<file path="src/verilog/cmtc_cfg.svh">
// constants of the can mailbox transmit control block
`ifndef CMTC_CFG_SVH
`define CMTC_CFG_SVH
`define CMTC_NUM_MB 16
`define CMTC_ADDR_CTRL 4'h0
`define CMTC_ADDR_STAT 4'h1
`define CMTC_ADDR_IST 4'h2
`define CMTC_ADDR_IMASK 4'h3
`define CMTC_ADDR_MBSEL 4'h4
`define CMTC_ADDR_MBCTL 4'h5
`define CMTC_ADDR_DONE 4'h6
`define CMTC_ADDR_ABT 4'h7
`define CMTC_ADDR_BUSY 4'h8
`define CMTC_CTRL_RESET_BIT 0
`define CMTC_CTRL_HALT_BIT 1
`define CMTC_CTRL_RESET_VAL 32'h0000_0001
`define CMTC_MB_TX_BIT 0
`define CMTC_MB_RX_BIT 1
`define CMTC_MB_SINGLE_ATTEMPT_ENABLE_BIT 2
`define CMTC_MB_DONE_BIT 3
`define CMTC_MB_ABT_BIT 4
`define CMTC_IRQ_DONE_BIT 0
`define CMTC_IRQ_ERR_BIT 1
`define CMTC_IRQ_ABT_BIT 2
`endif

</file>
<file path="src/verilog/cmtc_pkg.sv">
// types of the can mailbox transmit control block
package cmtc_pkg;
   typedef enum logic [1:0] {
      CMTC_OP_RESET,
      CMTC_OP_HALT,
      CMTC_OP_RUN
   } cmtc_op_t;
   // one mailbox control slot
   typedef struct packed {
      logic abort_done;
      logic tx_done;
      logic single_attempt_enable;
      logic rx_mailbox_select;
      logic tx_mailbox_select;
   } cmtc_mb_t;
   // frame request to the protocol engine
   typedef struct packed {
      logic valid;
      logic [3:0] mailbox;
   } cmtc_req_t;
   // frame outcome from the protocol engine
   typedef struct packed {
      logic started;
      logic success;
      logic arb_lost;
      logic bus_error;
   } cmtc_res_t;
endpackage

</file>
<file path="src/verilog/cmtc_mb_mem.sv">
// mailbox control memory, registered read port
`timescale 1ns/10ps
module cmtc_mb_mem import cmtc_pkg::*; #(
   parameter int DEPTH = 16,
   parameter int AW = 4
) (
   // clocking
   input wire logic clk,
   input wire logic rst_n,
   input wire logic ce,
   // synchronous clear of every slot
   input wire logic clr,
   // write port
   input wire logic we,
   input wire logic [AW-1:0] waddr,
   input wire cmtc_mb_t wdata,
   // read port
   input wire logic [AW-1:0] raddr,
   output cmtc_mb_t rdata
);
   cmtc_mb_t mem [DEPTH];

   // storage, one generate slot per mailbox
   for (genvar i = 0; i < DEPTH; i++) begin : g_slot
      always_ff @(posedge clk or negedge rst_n) begin
         if (!rst_n) begin
            mem[i] <= '0;
         end else if (ce) begin
            if (clr) begin
               mem[i] <= '0;
            end else if (we && waddr == AW'(i)) begin
               mem[i] <= wdata;
            end
         end
      end
   end

   // read data from a register
   always_ff @(posedge clk or negedge rst_n) begin
      if (!rst_n) begin
         rdata <= '0;
      end else if (ce) begin
         rdata <= mem[raddr];
      end
   end
endmodule

</file>
<file path="src/verilog/cmtc_top.sv">
// transmit-side mailbox control of a single-channel can controller
`timescale 1ns/10ps
`include "cmtc_cfg.svh"
module cmtc_top import cmtc_pkg::*; #(
   parameter int NUM_MB = `CMTC_NUM_MB
) (
   // clock and reset
   input wire logic clk,
   input wire logic rst_n,
   input wire logic ce,
   // register port
   input wire logic [3:0] addr,
   input wire logic [31:0] wdata,
   input wire logic wr,
   input wire logic rd,
   output logic [31:0] rdata,
   // protocol engine side
   output cmtc_req_t tx_req,
   input wire logic tx_start,
   input wire logic tx_success,
   input wire logic tx_arb_lost,
   input wire logic tx_bus_error,
   input wire logic bus_idle,
   // status
   output logic comm_enable,
   output logic irq
);
   localparam int AW = $clog2(NUM_MB);

   // operating state and control register
   cmtc_op_t op_reg;
   logic [31:0] ctrl_reg;
   logic [NUM_MB-1:0] tx_sel_reg, rx_sel_reg, one_reg, done_reg, abt_reg;
   logic [NUM_MB-1:0] busy_reg;      // abort requested but not finished
   logic [NUM_MB-1:0] abt_set;       // abort flag raised this cycle
   logic [AW-1:0] mbsel_reg;
   logic [2:0] ist_reg, imask_reg;
   logic active_reg;                 // a frame is on the bus
   logic [AW-1:0] cur_reg;
   logic won_reg;                    // arbitration won or idle start
   cmtc_res_t res;
   cmtc_mb_t mem_rd, mem_wd;
   logic mem_we;

   // outcome of the engine bundled together
   assign res = '{started: tx_start, success: tx_success, arb_lost: tx_arb_lost, bus_error: tx_bus_error};

   wire in_reset = (op_reg == CMTC_OP_RESET);
   wire running = (op_reg == CMTC_OP_RUN);
   wire ctl_wr = wr && addr == `CMTC_ADDR_CTRL;
   wire mb_wr = wr && addr == `CMTC_ADDR_MBCTL;
   wire fail = res.arb_lost | res.bus_error;

   // operating state follows the control register bits
   always_ff @(posedge clk or negedge rst_n) begin
      if (!rst_n) begin
         ctrl_reg <= `CMTC_CTRL_RESET_VAL;
         op_reg <= CMTC_OP_RESET;
      end else if (ce) begin
         if (ctl_wr) begin
            ctrl_reg <= {30'h0, wdata[1:0]};
            if (wdata[`CMTC_CTRL_RESET_BIT]) begin
               op_reg <= CMTC_OP_RESET;
            end else if (wdata[`CMTC_CTRL_HALT_BIT]) begin
               op_reg <= CMTC_OP_HALT;   // settings kept
            end else begin
               op_reg <= CMTC_OP_RUN;
            end
         end
      end
   end

   // communication may proceed only in run state
   always_ff @(posedge clk or negedge rst_n) begin
      if (!rst_n) begin
         comm_enable <= 1'b0;
      end else if (ce) begin
         comm_enable <= running;
      end
   end

   // mailbox selection for the indirect control byte
   always_ff @(posedge clk or negedge rst_n) begin
      if (!rst_n) begin
         mbsel_reg <= '0;
      end else if (ce) begin
         if (in_reset) begin
            mbsel_reg <= '0;
         end else if (wr && addr == `CMTC_ADDR_MBSEL) begin
            mbsel_reg <= wdata[AW-1:0];
         end
      end
   end

   // per-mailbox control and flags, one slot per mailbox
   for (genvar i = 0; i < NUM_MB; i++) begin : g_mb
      wire sel = mb_wr && mbsel_reg == AW'(i);
      wire mine = active_reg && cur_reg == AW'(i);
      wire ok = mine && res.success && won_reg;
      wire bad = mine && fail;
      wire clr_tx = sel && !wdata[`CMTC_MB_TX_BIT];
      // abort of a frame that is not in flight to the engine
      wire early_abt = busy_reg[i] && !mine && tx_sel_reg[i] == 1'b0;
      assign abt_set[i] = early_abt || (bad && (busy_reg[i] || one_reg[i]));
      always_ff @(posedge clk or negedge rst_n) begin
         if (!rst_n) begin
            tx_sel_reg[i] <= 1'b0;
            rx_sel_reg[i] <= 1'b0;
            one_reg[i] <= 1'b0;
            done_reg[i] <= 1'b0;
            abt_reg[i] <= 1'b0;
            busy_reg[i] <= 1'b0;
         end else if (ce) begin
            if (in_reset) begin
               tx_sel_reg[i] <= 1'b0;
               rx_sel_reg[i] <= 1'b0;
               one_reg[i] <= 1'b0;
               done_reg[i] <= 1'b0;
               abt_reg[i] <= 1'b0;
               busy_reg[i] <= 1'b0;
            end else begin
               // software writes the control byte; both selects refused
               if (sel && !(wdata[`CMTC_MB_TX_BIT] && wdata[`CMTC_MB_RX_BIT])) begin
                  tx_sel_reg[i] <= wdata[`CMTC_MB_TX_BIT];
                  rx_sel_reg[i] <= wdata[`CMTC_MB_RX_BIT];
                  one_reg[i] <= wdata[`CMTC_MB_SINGLE_ATTEMPT_ENABLE_BIT];
               end
               // clearing tx select on a pending mailbox starts an abort
               // a frame that succeeds in the same cycle is not aborted
               if (clr_tx && tx_sel_reg[i] && !ok) begin
                  busy_reg[i] <= 1'b1;
               end else if (early_abt || ok || bad) begin
                  busy_reg[i] <= 1'b0;
               end
               // hardware ends the request on success or one-shot failure
               if (ok || (bad && one_reg[i])) begin
                  tx_sel_reg[i] <= 1'b0;
               end
               // done flag: set beats a software clear
               if (ok) begin
                  done_reg[i] <= 1'b1;
               end else if (sel && !wdata[`CMTC_MB_DONE_BIT]) begin
                  done_reg[i] <= 1'b0;
               end
               // abort flag, never on a successful frame
               if (early_abt) begin
                  abt_reg[i] <= 1'b1;
               end else if (bad && (busy_reg[i] || one_reg[i])) begin
                  abt_reg[i] <= 1'b1;
               end else if (sel && !wdata[`CMTC_MB_ABT_BIT]) begin
                  abt_reg[i] <= 1'b0;
               end
            end
         end
      end
   end

   // pick the lowest pending mailbox; a retry leaves it pending
   logic [AW-1:0] pick;
   logic pick_ok;
   always_comb begin
      pick = '0;
      pick_ok = 1'b0;
      for (int j = NUM_MB - 1; j >= 0; j--) begin
         if (tx_sel_reg[j] && !busy_reg[j]) begin
            pick = AW'(j);
            pick_ok = 1'b1;
         end
      end
   end

   // frame engine handshake; halt stops issuing new frames
   always_ff @(posedge clk or negedge rst_n) begin
      if (!rst_n) begin
         active_reg <= 1'b0;
         cur_reg <= '0;
         won_reg <= 1'b0;
         tx_req <= '0;
      end else if (ce) begin
         if (in_reset) begin
            active_reg <= 1'b0;
            tx_req <= '0;
         end else if (active_reg) begin
            tx_req.valid <= 1'b0;
            if (res.started) begin
               won_reg <= 1'b1;
            end
            if (res.success || fail) begin
               active_reg <= 1'b0;   // loss ends our driving, retry later
               won_reg <= 1'b0;
            end
         end else if (running && pick_ok) begin
            active_reg <= 1'b1;
            cur_reg <= pick;
            won_reg <= bus_idle;
            tx_req <= '{valid: 1'b1, mailbox: pick};
         end else begin
            tx_req.valid <= 1'b0;
         end
      end
   end

   // sticky interrupt status, write one to clear, set wins
   logic any_ok, any_bad, any_abt;
   assign any_ok = active_reg && res.success && won_reg;
   assign any_bad = active_reg && fail;
   assign any_abt = |abt_set;
   always_ff @(posedge clk or negedge rst_n) begin
      if (!rst_n) begin
         ist_reg <= '0;
         imask_reg <= '0;
      end else if (ce) begin
         if (in_reset) begin
            ist_reg <= '0;
            imask_reg <= '0;
         end else begin
            if (wr && addr == `CMTC_ADDR_IMASK) begin
               imask_reg <= wdata[2:0];
            end
            // a failed ending raises no completion event
            ist_reg[`CMTC_IRQ_DONE_BIT] <= any_ok |
               (ist_reg[`CMTC_IRQ_DONE_BIT] & ~(wr && addr == `CMTC_ADDR_IST && wdata[`CMTC_IRQ_DONE_BIT]));
            ist_reg[`CMTC_IRQ_ERR_BIT] <= any_bad |
               (ist_reg[`CMTC_IRQ_ERR_BIT] & ~(wr && addr == `CMTC_ADDR_IST && wdata[`CMTC_IRQ_ERR_BIT]));
            ist_reg[`CMTC_IRQ_ABT_BIT] <= any_abt |
               (ist_reg[`CMTC_IRQ_ABT_BIT] & ~(wr && addr == `CMTC_ADDR_IST && wdata[`CMTC_IRQ_ABT_BIT]));
         end
      end
   end

   // level interrupt from unmasked sticky bits
   always_ff @(posedge clk or negedge rst_n) begin
      if (!rst_n) begin
         irq <= 1'b0;
      end else if (ce) begin
         irq <= |(ist_reg & ~imask_reg);   // a set mask bit hides its source
      end
   end

   // shadow copy of the selected control byte; its read data is unused
   assign mem_we = 1'b1;
   assign mem_wd = '{abort_done: abt_reg[mbsel_reg], tx_done: done_reg[mbsel_reg],
                     single_attempt_enable: one_reg[mbsel_reg], rx_mailbox_select: rx_sel_reg[mbsel_reg],
                     tx_mailbox_select: tx_sel_reg[mbsel_reg]};

   cmtc_mb_mem #(.DEPTH(NUM_MB), .AW(AW)) u_mem (
      .clk(clk),
      .rst_n(rst_n),
      .ce(ce),
      .clr(in_reset),
      .we(mem_we),
      .waddr(mbsel_reg),
      .wdata(mem_wd),
      .raddr(mbsel_reg),
      .rdata(mem_rd)
   );

   // read data one cycle after the strobe; unmapped reads zero
   always_ff @(posedge clk or negedge rst_n) begin
      if (!rst_n) begin
         rdata <= '0;
      end else if (ce) begin
         rdata <= '0;
         if (rd) begin
            case (addr)
               `CMTC_ADDR_CTRL: rdata <= ctrl_reg;
               `CMTC_ADDR_STAT: rdata <= {29'h0, active_reg, op_reg};
               `CMTC_ADDR_IST: rdata <= {29'h0, ist_reg};
               `CMTC_ADDR_IMASK: rdata <= {29'h0, imask_reg};
               `CMTC_ADDR_MBSEL: rdata <= 32'(mbsel_reg);
               `CMTC_ADDR_MBCTL: rdata <= {27'h0, abt_reg[mbsel_reg], done_reg[mbsel_reg], one_reg[mbsel_reg],
                                            rx_sel_reg[mbsel_reg], tx_sel_reg[mbsel_reg]};
               `CMTC_ADDR_DONE: rdata <= 32'(done_reg);
               `CMTC_ADDR_ABT: rdata <= 32'(abt_reg);
               `CMTC_ADDR_BUSY: rdata <= 32'(busy_reg);
               default: rdata <= '0;
            endcase
         end
      end
   end
endmodule
</file>
<file path="config.mk">
export PLATFORM = sky130hd
export DESIGN_NAME = cmtc_top
export DESIGN_NICKNAME = d
export VERILOG_FILES = /design/src/verilog/cmtc_pkg.sv /design/src/verilog/cmtc_mb_mem.sv /design/src/verilog/cmtc_top.sv
export VERILOG_INCLUDE_DIRS = /design/src /design/src/verilog
export SDC_FILE = /design/constraint.sdc
export NUM_CORES = 1
export LEC_CHECK = 0
export BUFFER_PORTS_ARGS = -buffer_cell sky130_fd_sc_hd__buf_2
export CAP_MARGIN = 20
export CORE_UTILIZATION = 45
export CTS_CLUSTER_SIZE = 16
export DETAILED_ROUTE_END_ITERATION = 8
export MAX_ROUTING_LAYER = met4
export PLACE_DENSITY = 0.63
export SLEW_MARGIN = 20
export SYNTH_ARGS = -nofsm -noshare
export SYNTH_HDL_FRONTEND = slang
export SYNTH_SLANG_ARGS = --single-unit
</file>
<file path="constraint.sdc">
create_clock -name clk -period 6.6 [get_ports clk]
set_clock_uncertainty 0.15 [all_clocks]
set_input_delay 1.32 -clock clk [delete_from_list [all_inputs] [get_ports clk]]
set_output_delay 1.32 -clock clk [all_outputs]
set_load 0.01 [all_outputs]
</file>
# After elaboration in Yosys (flattened, before gate mapping)

Index checks and enable logic that the tools add are counted.

$add $sub $neg: 0
$mul: 0
Div/mod/pow operators: 0
Order comparisons: 1
Equality and inequality tests: 41
Shift operators: 0
Multiplexer cells: 335
Bitwise logic cells: 30
Reductions and logical operators: 578

Operators by type and width:

| operator                                            | number |
|---|---|
| two-way mux 1 bit                                   | 302 |
| logical AND 1 bit                                   | 269 |
| AND reduction 2 bit                                 | 83 |
| one-hot mux 16 bit (9 select lines)                 | 1 |
| nonzero test 3 bit                                  | 48 |
| logical OR 1 bit                                    | 81 |
| two-way mux 4 bit                                   | 20 |
| equality test 4 bit, second input constant          | 17 |
| nonzero test 4 bit                                  | 16 |
| logical NOT 1 bit                                   | 52 |
| equality test 4 x 3 -> 1 bit, second input constant | 12 |
| nonzero test 2 bit                                  | 20 |
| equality test 4 x 2 -> 1 bit, second input constant | 6 |
| inverter 1 bit                                      | 21 |
| binary-select mux 1 bit (select 4 bit)              | 5 |
| two-way mux 16 bit                                  | 1 |
| OR reduction 16 bit                                 | 1 |
| equality test 4 x 1 -> 1 bit, second input constant | 3 |
| logical NOT 4 bit                                   | 3 |
| two-way mux 3 bit                                   | 3 |
| AND reduction 4 bit                                 | 2 |
| < comparator 4 x 5 -> 1 bit, second input constant  | 1 |
| two-way mux 5 bit                                   | 1 |
| two-way mux 2 bit                                   | 2 |
| other kinds (10)                                    | 15 |

Flip-flop bits (word level): 155
Latch bits: 0
Bits in writable memories: 0
Memory bits (read-only): 0
Input port bits: 46
Output and inout port bits: 39
Word-level logic and storage cells: 1,094
Memories: 0

# Depth between registers and ports, before layout

Gate-level depths: netlist of the first run.

Depth in word-level cells: 22
Gate-level depth with buffers: 8
Depth with buffers taken out: 6

# Least setup slack after synthesis of the first run

Ideal clock, no wire load.

Path kind: input -> register
From: input port tx_bus_error
To: register ist_reg[2]
Library setup time: 0.131 ns
Data arrival time: 2.734 ns
Required time: 6.319 ns
Path slack: 3.585 ns
Cell stages on the path: 7
Path buffers: 1
Cells stage by stage: o21a_1 clkbuf_1 o211a_1 a21o_1 or4_1 nor4_2 a31oi_1

Longest elaborated chain between the ends: 7
Elaborated cells on any way between the ends: 52
Classes of those cells: mux: 1; bitwise: 2; reduce/logical: 49

Ends and longest elaborated chain:

| element                        | RTL line        | source |
|---|---|---|
| start: declaration             | cmtc_top.sv:22  | `input wire logic tx_bus_error,` |
| OR 1 bit (*)                   | cmtc_top.sv:52  | `wire fail = res.arb_lost \| res.bus_error;` |
| logical AND 1 bit              | cmtc_top.sv:100 | `wire bad = mine && fail;` |
| logical AND 1 bit              | cmtc_top.sv:104 | `assign abt_set[i] = early_abt \|\| (bad && (busy_reg[i] \|\| one_reg[i]));` |
| logical OR 1 bit               | cmtc_top.sv:104 |  |
| OR reduction 16 bit (*)        | cmtc_top.sv:207 | `assign any_abt = \|abt_set;` |
| OR 1 bit (*)                   | cmtc_top.sv:225 | `` ist_reg[`CMTC_IRQ_ABT_BIT] <= any_abt \| `` |
| two-way mux 3 bit (*)          | cmtc_top.sv:213 | `if (in_reset) begin` |
| end signal: indexed assignment | cmtc_top.sv:221 | `` ist_reg[`CMTC_IRQ_DONE_BIT] <= any_ok \| `` |
| end signal: indexed assignment | cmtc_top.sv:223 | `` ist_reg[`CMTC_IRQ_ERR_BIT] <= any_bad \| `` |
| end signal: indexed assignment | cmtc_top.sv:225 |  |
| end: declaration               | cmtc_top.sv:37  | `logic [2:0] ist_reg, imask_reg;` |

Mark *: on every way between the ends. The rest lies on a longest branch, timed or not.
A chain may end at the register's enable or synchronous reset.

# Worst setup path after layout of the first run

From: input port addr[3]
To: register rx_sel_reg[5]

Longest elaborated chain between the ends: 6

Ends and longest elaborated chain:

| element                        | RTL line        | source |
|---|---|---|
| start: declaration             | cmtc_top.sv:12  | `input wire logic [3:0] addr,` |
| equality test 4 x 3 -> 1 bit   | -               |  |
| logical AND 1 bit (no line)    | -               |  |
| logical AND 1 bit              | cmtc_top.sv:97  | `wire sel = mb_wr && mbsel_reg == AW'(i);` |
| logical AND 1 bit              | cmtc_top.sv:123 | `` if (sel && !(wdata[`CMTC_MB_TX_BIT] && wdata[`CMTC_MB_RX_BIT])) begin `` |
| nonzero test 2 bit (no line)   | -               |  |
| AND reduction 2 bit (no line)  | -               |  |
| end signal: indexed assignment | cmtc_top.sv:125 | `` rx_sel_reg[i] <= wdata[`CMTC_MB_RX_BIT]; `` |
| end: declaration               | cmtc_top.sv:33  | `logic [NUM_MB-1:0] tx_sel_reg, rx_sel_reg, one_reg, done_reg, abt_reg;` |

Every way passes these cells.

==> results.md, run 1 <==
- The tightest slew margin relative to the limit is 31.2%.
- The worst setup path is captured at a flip-flop.
- Once placement completed, the tool counted placed cells totaling 1154.
- The share of total power consumed by net switching is between 30% and 40%.
- Leaving out fill and tap cells, the most frequent cells in the layout are dfrtp_1 (138), nand2_1 (95), o21ai_0 (84).
- The final layout contains 959 nets.
- The count of final hold-check violations is 0.
- The category of the critical setup timing path is in -> reg.
- The final max-slew violation count is 0.
- In this run the worst path has a maximum fanout of 12.
- The final critical path takes up 53.0% of the cycle.
- The area share of the largest cell type after synthesis is 39.5%.
- The initial antenna violation count is 1.
- The flip-flop and latch area is around 3500 sq um.
- The post-route netlist has 15.7% of its cells at a drive strength greater than 1.
- The area occupied by multi-input gates is 4710 sq um.
- The fraction of registers with async set/reset is 100%.
- The remaining global-route overflow is 0.
- The post-synthesis sequential area ratio is 39.8%.
- Before antenna repair, the detailed router went through 7 iterations.
- Once detail routing completed, the nets flagged for antenna violations numbered 0.
- The final routed DRC violation total is 0.
- The count of different cell masters after synthesis is 68.
- During placement, the flow inserted port buffers numbering 41.
- The worst register-to-register path begins at active_reg.
- The detailed route wirelength on metal2 is 13100 um.
- The total global routing track utilization is between 30% and 40%.
- Across all setup checks in the final design, the least slack found is around 3.1 ns.
- The startpoint identified for the worst hold timing path is tx_req[2].
- Clock tree synthesis inserted a total of 17 buffers.
- The I/O pin count is 85.
- The total internal power is ~1.7 mW.
- The clock tree from TritonCTS is done.
- The number of cells produced by synthesis is 914.
- In this run the worst hold path is classified as reg -> reg.
- For this design, the sink count on the clock tree is about 140.
- Power spread over the standard cell area amounts to 264 nW/um^2.
- The initial utilization of the core area, before any placement, comes to 46.3%.
- The number of synthesized flops with an enable pin is 0.
- For the pin with the worst max-slew slack, the measured transition is around 1.0 ns.
- The share of total power dissipated in the clock network is 39.3%.
- After detailed routing, no signal wire sits above met4.
- Counting flops and latches in the post-synthesis netlist gives 139.
- The final sum of negative setup slack is 0 ns.
- The internal reg-to-reg setup slack is 3.48 ns.
- Entering global routing, the biggest net connects between 100 and 150 pins.
- The run finished with clean final reports.
- The required time at the worst-slack endpoint is around 6.8 ns.
- The portion of total power attributed to sequential cells is 39.3%.
- Among all flip-flop cells after synthesis, the most frequent one is dfrtp_1.
- Setup repair after global routing left no endpoint under its margin.
- The half-perimeter wire length of the detailed placement result is just over 20000 um.
- After clock tree synthesis, the clock-pin slew on the worst setup and hold paths is 0.06 ns.
- The number of filler instances in the final layout is 1761.
- The number of global-route vias before repair is 7495.
- The library cell occupying the most area in the post-synthesis netlist is dfrtp_1.
- The die is ~140 um tall.
- The later pin in the worst-skew pair is clocked with a latency of ~0.43 ns.
- The smallest clock period supported by the final layout is computed as 3.50 ns.
- The first global-routing pass estimated 45500 um of wire.
- The final cell count without fillers is 1186.
- The area of the mapped netlist is 8740 sq um.
- The worst path buffer plus inverter count is 1.
- Setup violations remaining at the end of the flow were counted as 0.
- The final weighted congestion in routability-driven placement is slightly below 1.
- The startpoint type of the worst setup path is a primary input.
- From left edge to right edge, the die measures 141 um.
- The critical path arrival is 3.67 ns.
- During synthesis, Yosys emitted a total of 0 warnings.
- For this design the static power due to leakage is around 4 nW.
- Compared with the post-synthesis result, the final layout area differs by 9.68%.
- A synthesized cell averages 9.56 sq um.
- The power dissipated by switching net loads is 0.873 mW.
- The met3 layer wire length in the routed design is 2560 um.
- Summing over every cut layer, the via total after detailed routing is 7752.
- The share of power burned in combinational logic is a little over a fifth.
- Yosys attributes the largest share of cell area to dfrtp_1 (40%), mux4_2 (6.7%), o21ai_0 (4.8%).
- In the routed layout, each cell is associated on average with a via count of 6.54.
- The number of antenna diodes in the final layout is 0.
- The detailed router's first-iteration violation count is 1029.
- Max-cap violations in this run came to 0.
- The die covers 20000 sq um.
- After clock tree synthesis, the setup repair step added 0 buffers.
- Across the VDD grid, the largest voltage drop is 169 uV.
- The endpoint identified for the worst register-to-register timing path is ist_reg[2].
- The leading cell type in the layout, fill and taps excluded is dfrtp_1.
- The total wire length after detailed routing is 29800 um.
- In the final routed layout, each cell accounts on average for 25.1 um.
- On the worst path, the slowest cell contributes a delay of 0.67 ns.
- The cell count of the worst reg-to-reg path is 7.
- After clock tree synthesis, the repair step resized 0 gates.
- The H-tree was split into 4 levels.
- Row generation in the floorplan step produced 50 rows.
- The cell depth of the worst hold path is 1.
- Static timing analysis puts the maximum clock frequency at around 290 MHz.
- The critical path goes through buf_2, nand4bb_1, nor3_1, nand3_1, o21ai_0, nand2_1, a22o_1.
- The tree is rooted in a clkbuf_16.
- Prior to clock tree synthesis, the placed netlist has a worst setup slack of 2.78 ns.
- The floorplan step defined a core boundary enclosing 18900 sq um.
- The hold buffer count at cts is 0.
- The cell class contributing the biggest share of worst-path delay is simple AND/OR/NAND/NOR gates.
- The slowest stage of the critical path is the nor3_1 cell.
- For hold timing, the worst endpoint is tx_req[2].
- The buffer levels on the longest clock path is 2.
- The wire length the detailed router placed on met1 is about 13000 um.
==> how the worst max path moves through the flow <==
stage / to / depth (start not counted) / startpoint
floorplan: ist_reg[2] / 7 / tx_bus_error
global placement: busy_reg[8] / 7 / tx_success
detailed placement: op_reg[1] / 5 / ce
CTS: op_reg[1] / 5 / ce
global route: tx_sel_reg[4] / 7 / addr[3]
finish: rx_sel_reg[5] / 7 / addr[3]
==> per-layer routing <==
metal	vias up	GRT usage [%]
li1	3471	-
met1	3804	42.6
met2	409	46.5
met3	68	6.82
met4	0	14.1
met5	-	-
==> synth_stat cells, types with 9 or more instances <==
cell type    n
dfrtp_1    138
nand2_1     95
o21ai_0     84
a21oi_1     61
clkbuf_1    50
inv_1       45
a22o_1      39
nor2_1      30
o2bb2ai_1   30
mux4_2      26
buf_4       22
o221ai_1    21
nand2b_1    18
o31ai_1     18
a22oi_1     17
nand3_1     15
nor2b_1     15
a21o_1      14
a222oi_1    13
o22ai_1     11
o2111a_1    10
o211a_1     10
nor3_1       9
==> power groups by stage <==
stage	combinational, mW	clock, mW	sequential [mW]
floorplan	0.406	0	0.948
global placement	0.519	0	1.00
detailed placement	0.525	0	1.00
CTS	0.528	1.00	0.989
global route	0.579	1.04	0.998
finish	0.540	0.995	0.995
==> stage by stage <==
step | total power [mW] | utilization [%] | instance area (sq um) | hold WS, ns
global route | 2.62 | 50.7 | 9590 | 0.351
finish | 2.53 | 50.7 | 9590 | 0.320
detailed placement | 1.53 | 47.5 | 8980 | 0.314
global placement | 1.52 | 47.5 | 8980 | 0.306
floorplan | 1.35 | - | 8800 | 0.301
CTS | 2.52 | 50.7 | 9580 | 0.329
==> cells by family (layout without fill, tap and decap cells) <==
logic type	after synthesis	in the layout	share of synthesized area, %
muxes	34	34	7.70
DFF	139	139	39.8
other	1	16	0.0429
and+or+nand+nor	250	250	15.7
buffers and inverters	133	130	7.03
AOI/OAI and AO/OA	357	357	29.8
==> area by class of cell <==
class	count	share of cell area, %
Sequential cell	139	36.3
Tap cell	260	3.39
Clock buffer	18	4.48
Multi-Input combinational cell	657	49.2
Inverter	46	1.80
Timing Repair Buffer	52	3.09
Clock inverter	14	1.79
(Power assumes the default switching activity.)
==> run 2, diff against run 1 <==
clock period = 3.6 ns   (was 6.6 ns; I/O delays follow)
==> run 2 against run 1 <==
Effect of this change:
- combinational power up 98%
- critical endpoint is now busy_reg[12]
- register-to-register slack worse by 2.7 ns
- sequential power up 80%
- wire length up 1.7%
- sequential cell count unchanged
- hold slack worse by 0.19 ns
- clock power up 100%
- cell count up 2.3%
- count of clock-buffer cells in the layout up 5
- sequential share of layout area down 1.0 points
- total power up 93%
==> results.md, run 2 (synthesis results as in run 1) <==
- The final net count is 985 (+2.7%).
- The effective utilization at floorplan is 46.3% (unchanged).
- The initial antenna violation count came to 1 (unchanged).
- The total wire length after detailed routing is 30300 um (+1.7%).
- The number of global-route vias before repair was 7661 (+2.2%).
- The final routed DRC violation total is 0 (unchanged).
- The hold buffer count at cts is 0 (unchanged).
- The cell count of the worst reg-to-reg path is 5 (-2).
- The pre-CTS setup slack is 0.661 ns (-2.12 ns).
- Relative to the synthesized area, the layout overhead comes to 12.8%.
- The average wire per standard cell is 24.9 um (-0.56%).
- The number of maximum-capacitance constraint violations is 0 (unchanged).
- The final sum of negative setup slack came to 0 ns (unchanged).
- The setup path with the least slack is of type reg -> reg.
- The placeable core area is 18900 sq um (unchanged).
- The CTS sink count is 139 (unchanged).
- The fraction of the core area covered by cells at the end of the flow is 52.2% (+1.4 points).
- The final cell count without fillers is 1213 (+2.3%).
- The total power after layout is 4.88 mW (+93%).
- In this run the critical register-to-register path is captured at busy_reg[12].
- The master cell of the clock root buffer is clkbuf_16.
- The detailed-routing iteration count for the pre-antenna-repair pass was 7 (unchanged).
- After layout, the minimum clock period comes to 2.84 ns.
- The floorplan die width is 141 um (unchanged).
- The flow ran to the end, and the final reports show no timing, DRC or antenna violations.
- The slew at the pin closest to its max-slew limit is 1.13 ns (+0.102 ns).
- The post-route cell area is 9860 sq um (+2.8%).
- The post-CTS setup buffer count was 0 (unchanged).
- The number of instances in the placed design came to 1180 (+2.3%).
- The number of levels the H-tree was split into was 4 (unchanged).
- The number of clock buffers inserted by TritonCTS is 17 (unchanged).
- The half-perimeter wire length of the detailed placement result is 21600 um (+5.6%).
- The final max-slew violation count is 0 (unchanged).
- The pin count of the biggest net entering global routing came to 68 (-33%).
- The post-route worst setup slack was 0.757 ns (-2.34 ns).
- Setup repair after global routing left no endpoint under its margin.
- The site row count is 50 (unchanged).
- The overall die height came to 141 um (unchanged).
- The die footprint came to 20000 sq um (unchanged).
- The I/O pin count is 85 (unchanged).
- The internal reg-to-reg setup slack came to 0.76 ns (-2.72 ns).
- The worst setup path is captured at a flip-flop.
- The clock transition at the registers of the reported paths is 0.06 ns (about the same).
- The port buffer count is 41 (unchanged).
- Walking the worst path, the cells encountered are nor2_1, nand2_1, a2111oi_0, o31ai_1, a22o_1.
- The per-cell via count in the routed design was 6.57 (+0.50%).
- The worst-skew pair later-pin latency is 0.44 ns (about the same).
- The leading cell type in the layout, fill and taps excluded is dfrtp_1.
- The longest individual stage delay on the worst path is 0.81 ns (+0.14 ns).
- The detailed router's first-iteration violation count is 1026 (-0.29%).
- The first-pass GRT wire length was 46300 um (+1.7%).
- The number of vias in the routed layout is 7968 (+2.8%).
- The total global routing track utilization is 32.3% (+0.47 points).
- The peak clock frequency supported by timing is 352 MHz.
- The power density over cell area came to 495 nW/um^2 (+88%).
- The post-detailed-placement cell area is 9190 sq um (+2.3%).
- The leakage power figure is 4.27 nW (+4.0%).
- The remaining global-route overflow is 0 (unchanged).
- The standard cell with the maximum stage delay on the critical path is dfrtp_1.
- The class of the tightest hold or removal check is in -> async.
- The critical path arrival is 3.02 ns (-0.65 ns).
- The final worst hold slack came to 0.125 ns (-0.195 ns).
- The final weighted congestion in routability-driven placement is 1.01 (+1.9%).
- The highest ir drop seen on vdd is 306 uV (+81%).
- The startpoint type of the worst setup path is a flip-flop.
- The share of the clock period used by the worst path is about 79%.
- The tightest slew margin relative to the limit was 24.4% (-6.8 points).
- The post-CTS resize count came to 0 (unchanged).
- The number of filler instances in the final layout is 1751 (-0.57%).
- The startpoint of the lowest-slack register-to-register path is mbsel_reg[1].
- In the layout the commonest cells are dfrtp_1 (138), nand2_1 (95), o21ai_0 (84).
- The buffer levels on the longest clock path was 2 (unchanged).
- The largest driver fanout on the critical path is 19 (+7).
- The final setup violation count is 0 (unchanged).
- The number of nets with antenna violations after routing was 0 (unchanged).
- The fraction of layout instances using a drive strength above 1 came to 17.6% (+2.0 points).
- The count of final hold-check violations came to 0 (unchanged).
- The required time at the worst-slack endpoint is 3.77 ns (-3.00 ns).
- The clock tree from TritonCTS is done.
==> run 2: worst max-delay path: cells and delay by family, from the launching register on <==
family,cells,cell delay (ns)
AOI/OAI and AO/OA,3,0.96
DFF,1,0.81
and+or+nand+nor,2,0.81
==> run 2: cell type report <==
| cell class | instances | area, sq um | share of cell area (%) |
|---|---|---|---|
| well taps | 260 | 325 | 3.30 |
| repair buffers | 78 | 504 | 5.11 |
| clock buffers | 23 | 488 | 4.95 |
| diodes | 1 | 2.50 | 0.0254 |
| inverters | 46 | 173 | 1.75 |
| flip-flops and latches | 139 | 3480 | 35.3 |
| clock inverters | 9 | 184 | 1.87 |
| multi-input cells | 657 | 4700 | 47.7 |
==> run 2: metal layers <==
layer  GRT usage, %  part of all wire (%)  vias to the layer above
met5              -                     0                        -
met3           6.38                   8.4                       85
li1               -                     -                     3534
met2           48.3                    45                      442
met4           13.7                   3.9                        0
met1           42.9                    43                     3907
==> run 2: how the worst max path moves through the flow <==
stage | start | end | slack [ns] | cells after the start
2_1_floorplan | tx_bus_error | ist_reg[2] | 1.19 | 7
3_3_place_gp | addr[3] | busy_reg[9] | 0.69 | 6
3_5_place_dp | addr[3] | busy_reg[9] | 0.66 | 6
4_1_cts | mbsel_reg[1] | busy_reg[12] | 0.86 | 5
5_1_grt | mbsel_reg[1] | busy_reg[12] | 0.67 | 5
6_report | mbsel_reg[1] | busy_reg[12] | 0.76 | 5
==> run 2: power by group <==
group	switching [mW]	leakage, nW	internal, mW
Sequential	0.148	1.90	1.65
Combinational	0.736	2.05	0.338
Clock	0.707	0.324	1.31
Total	1.59	4.27	3.29
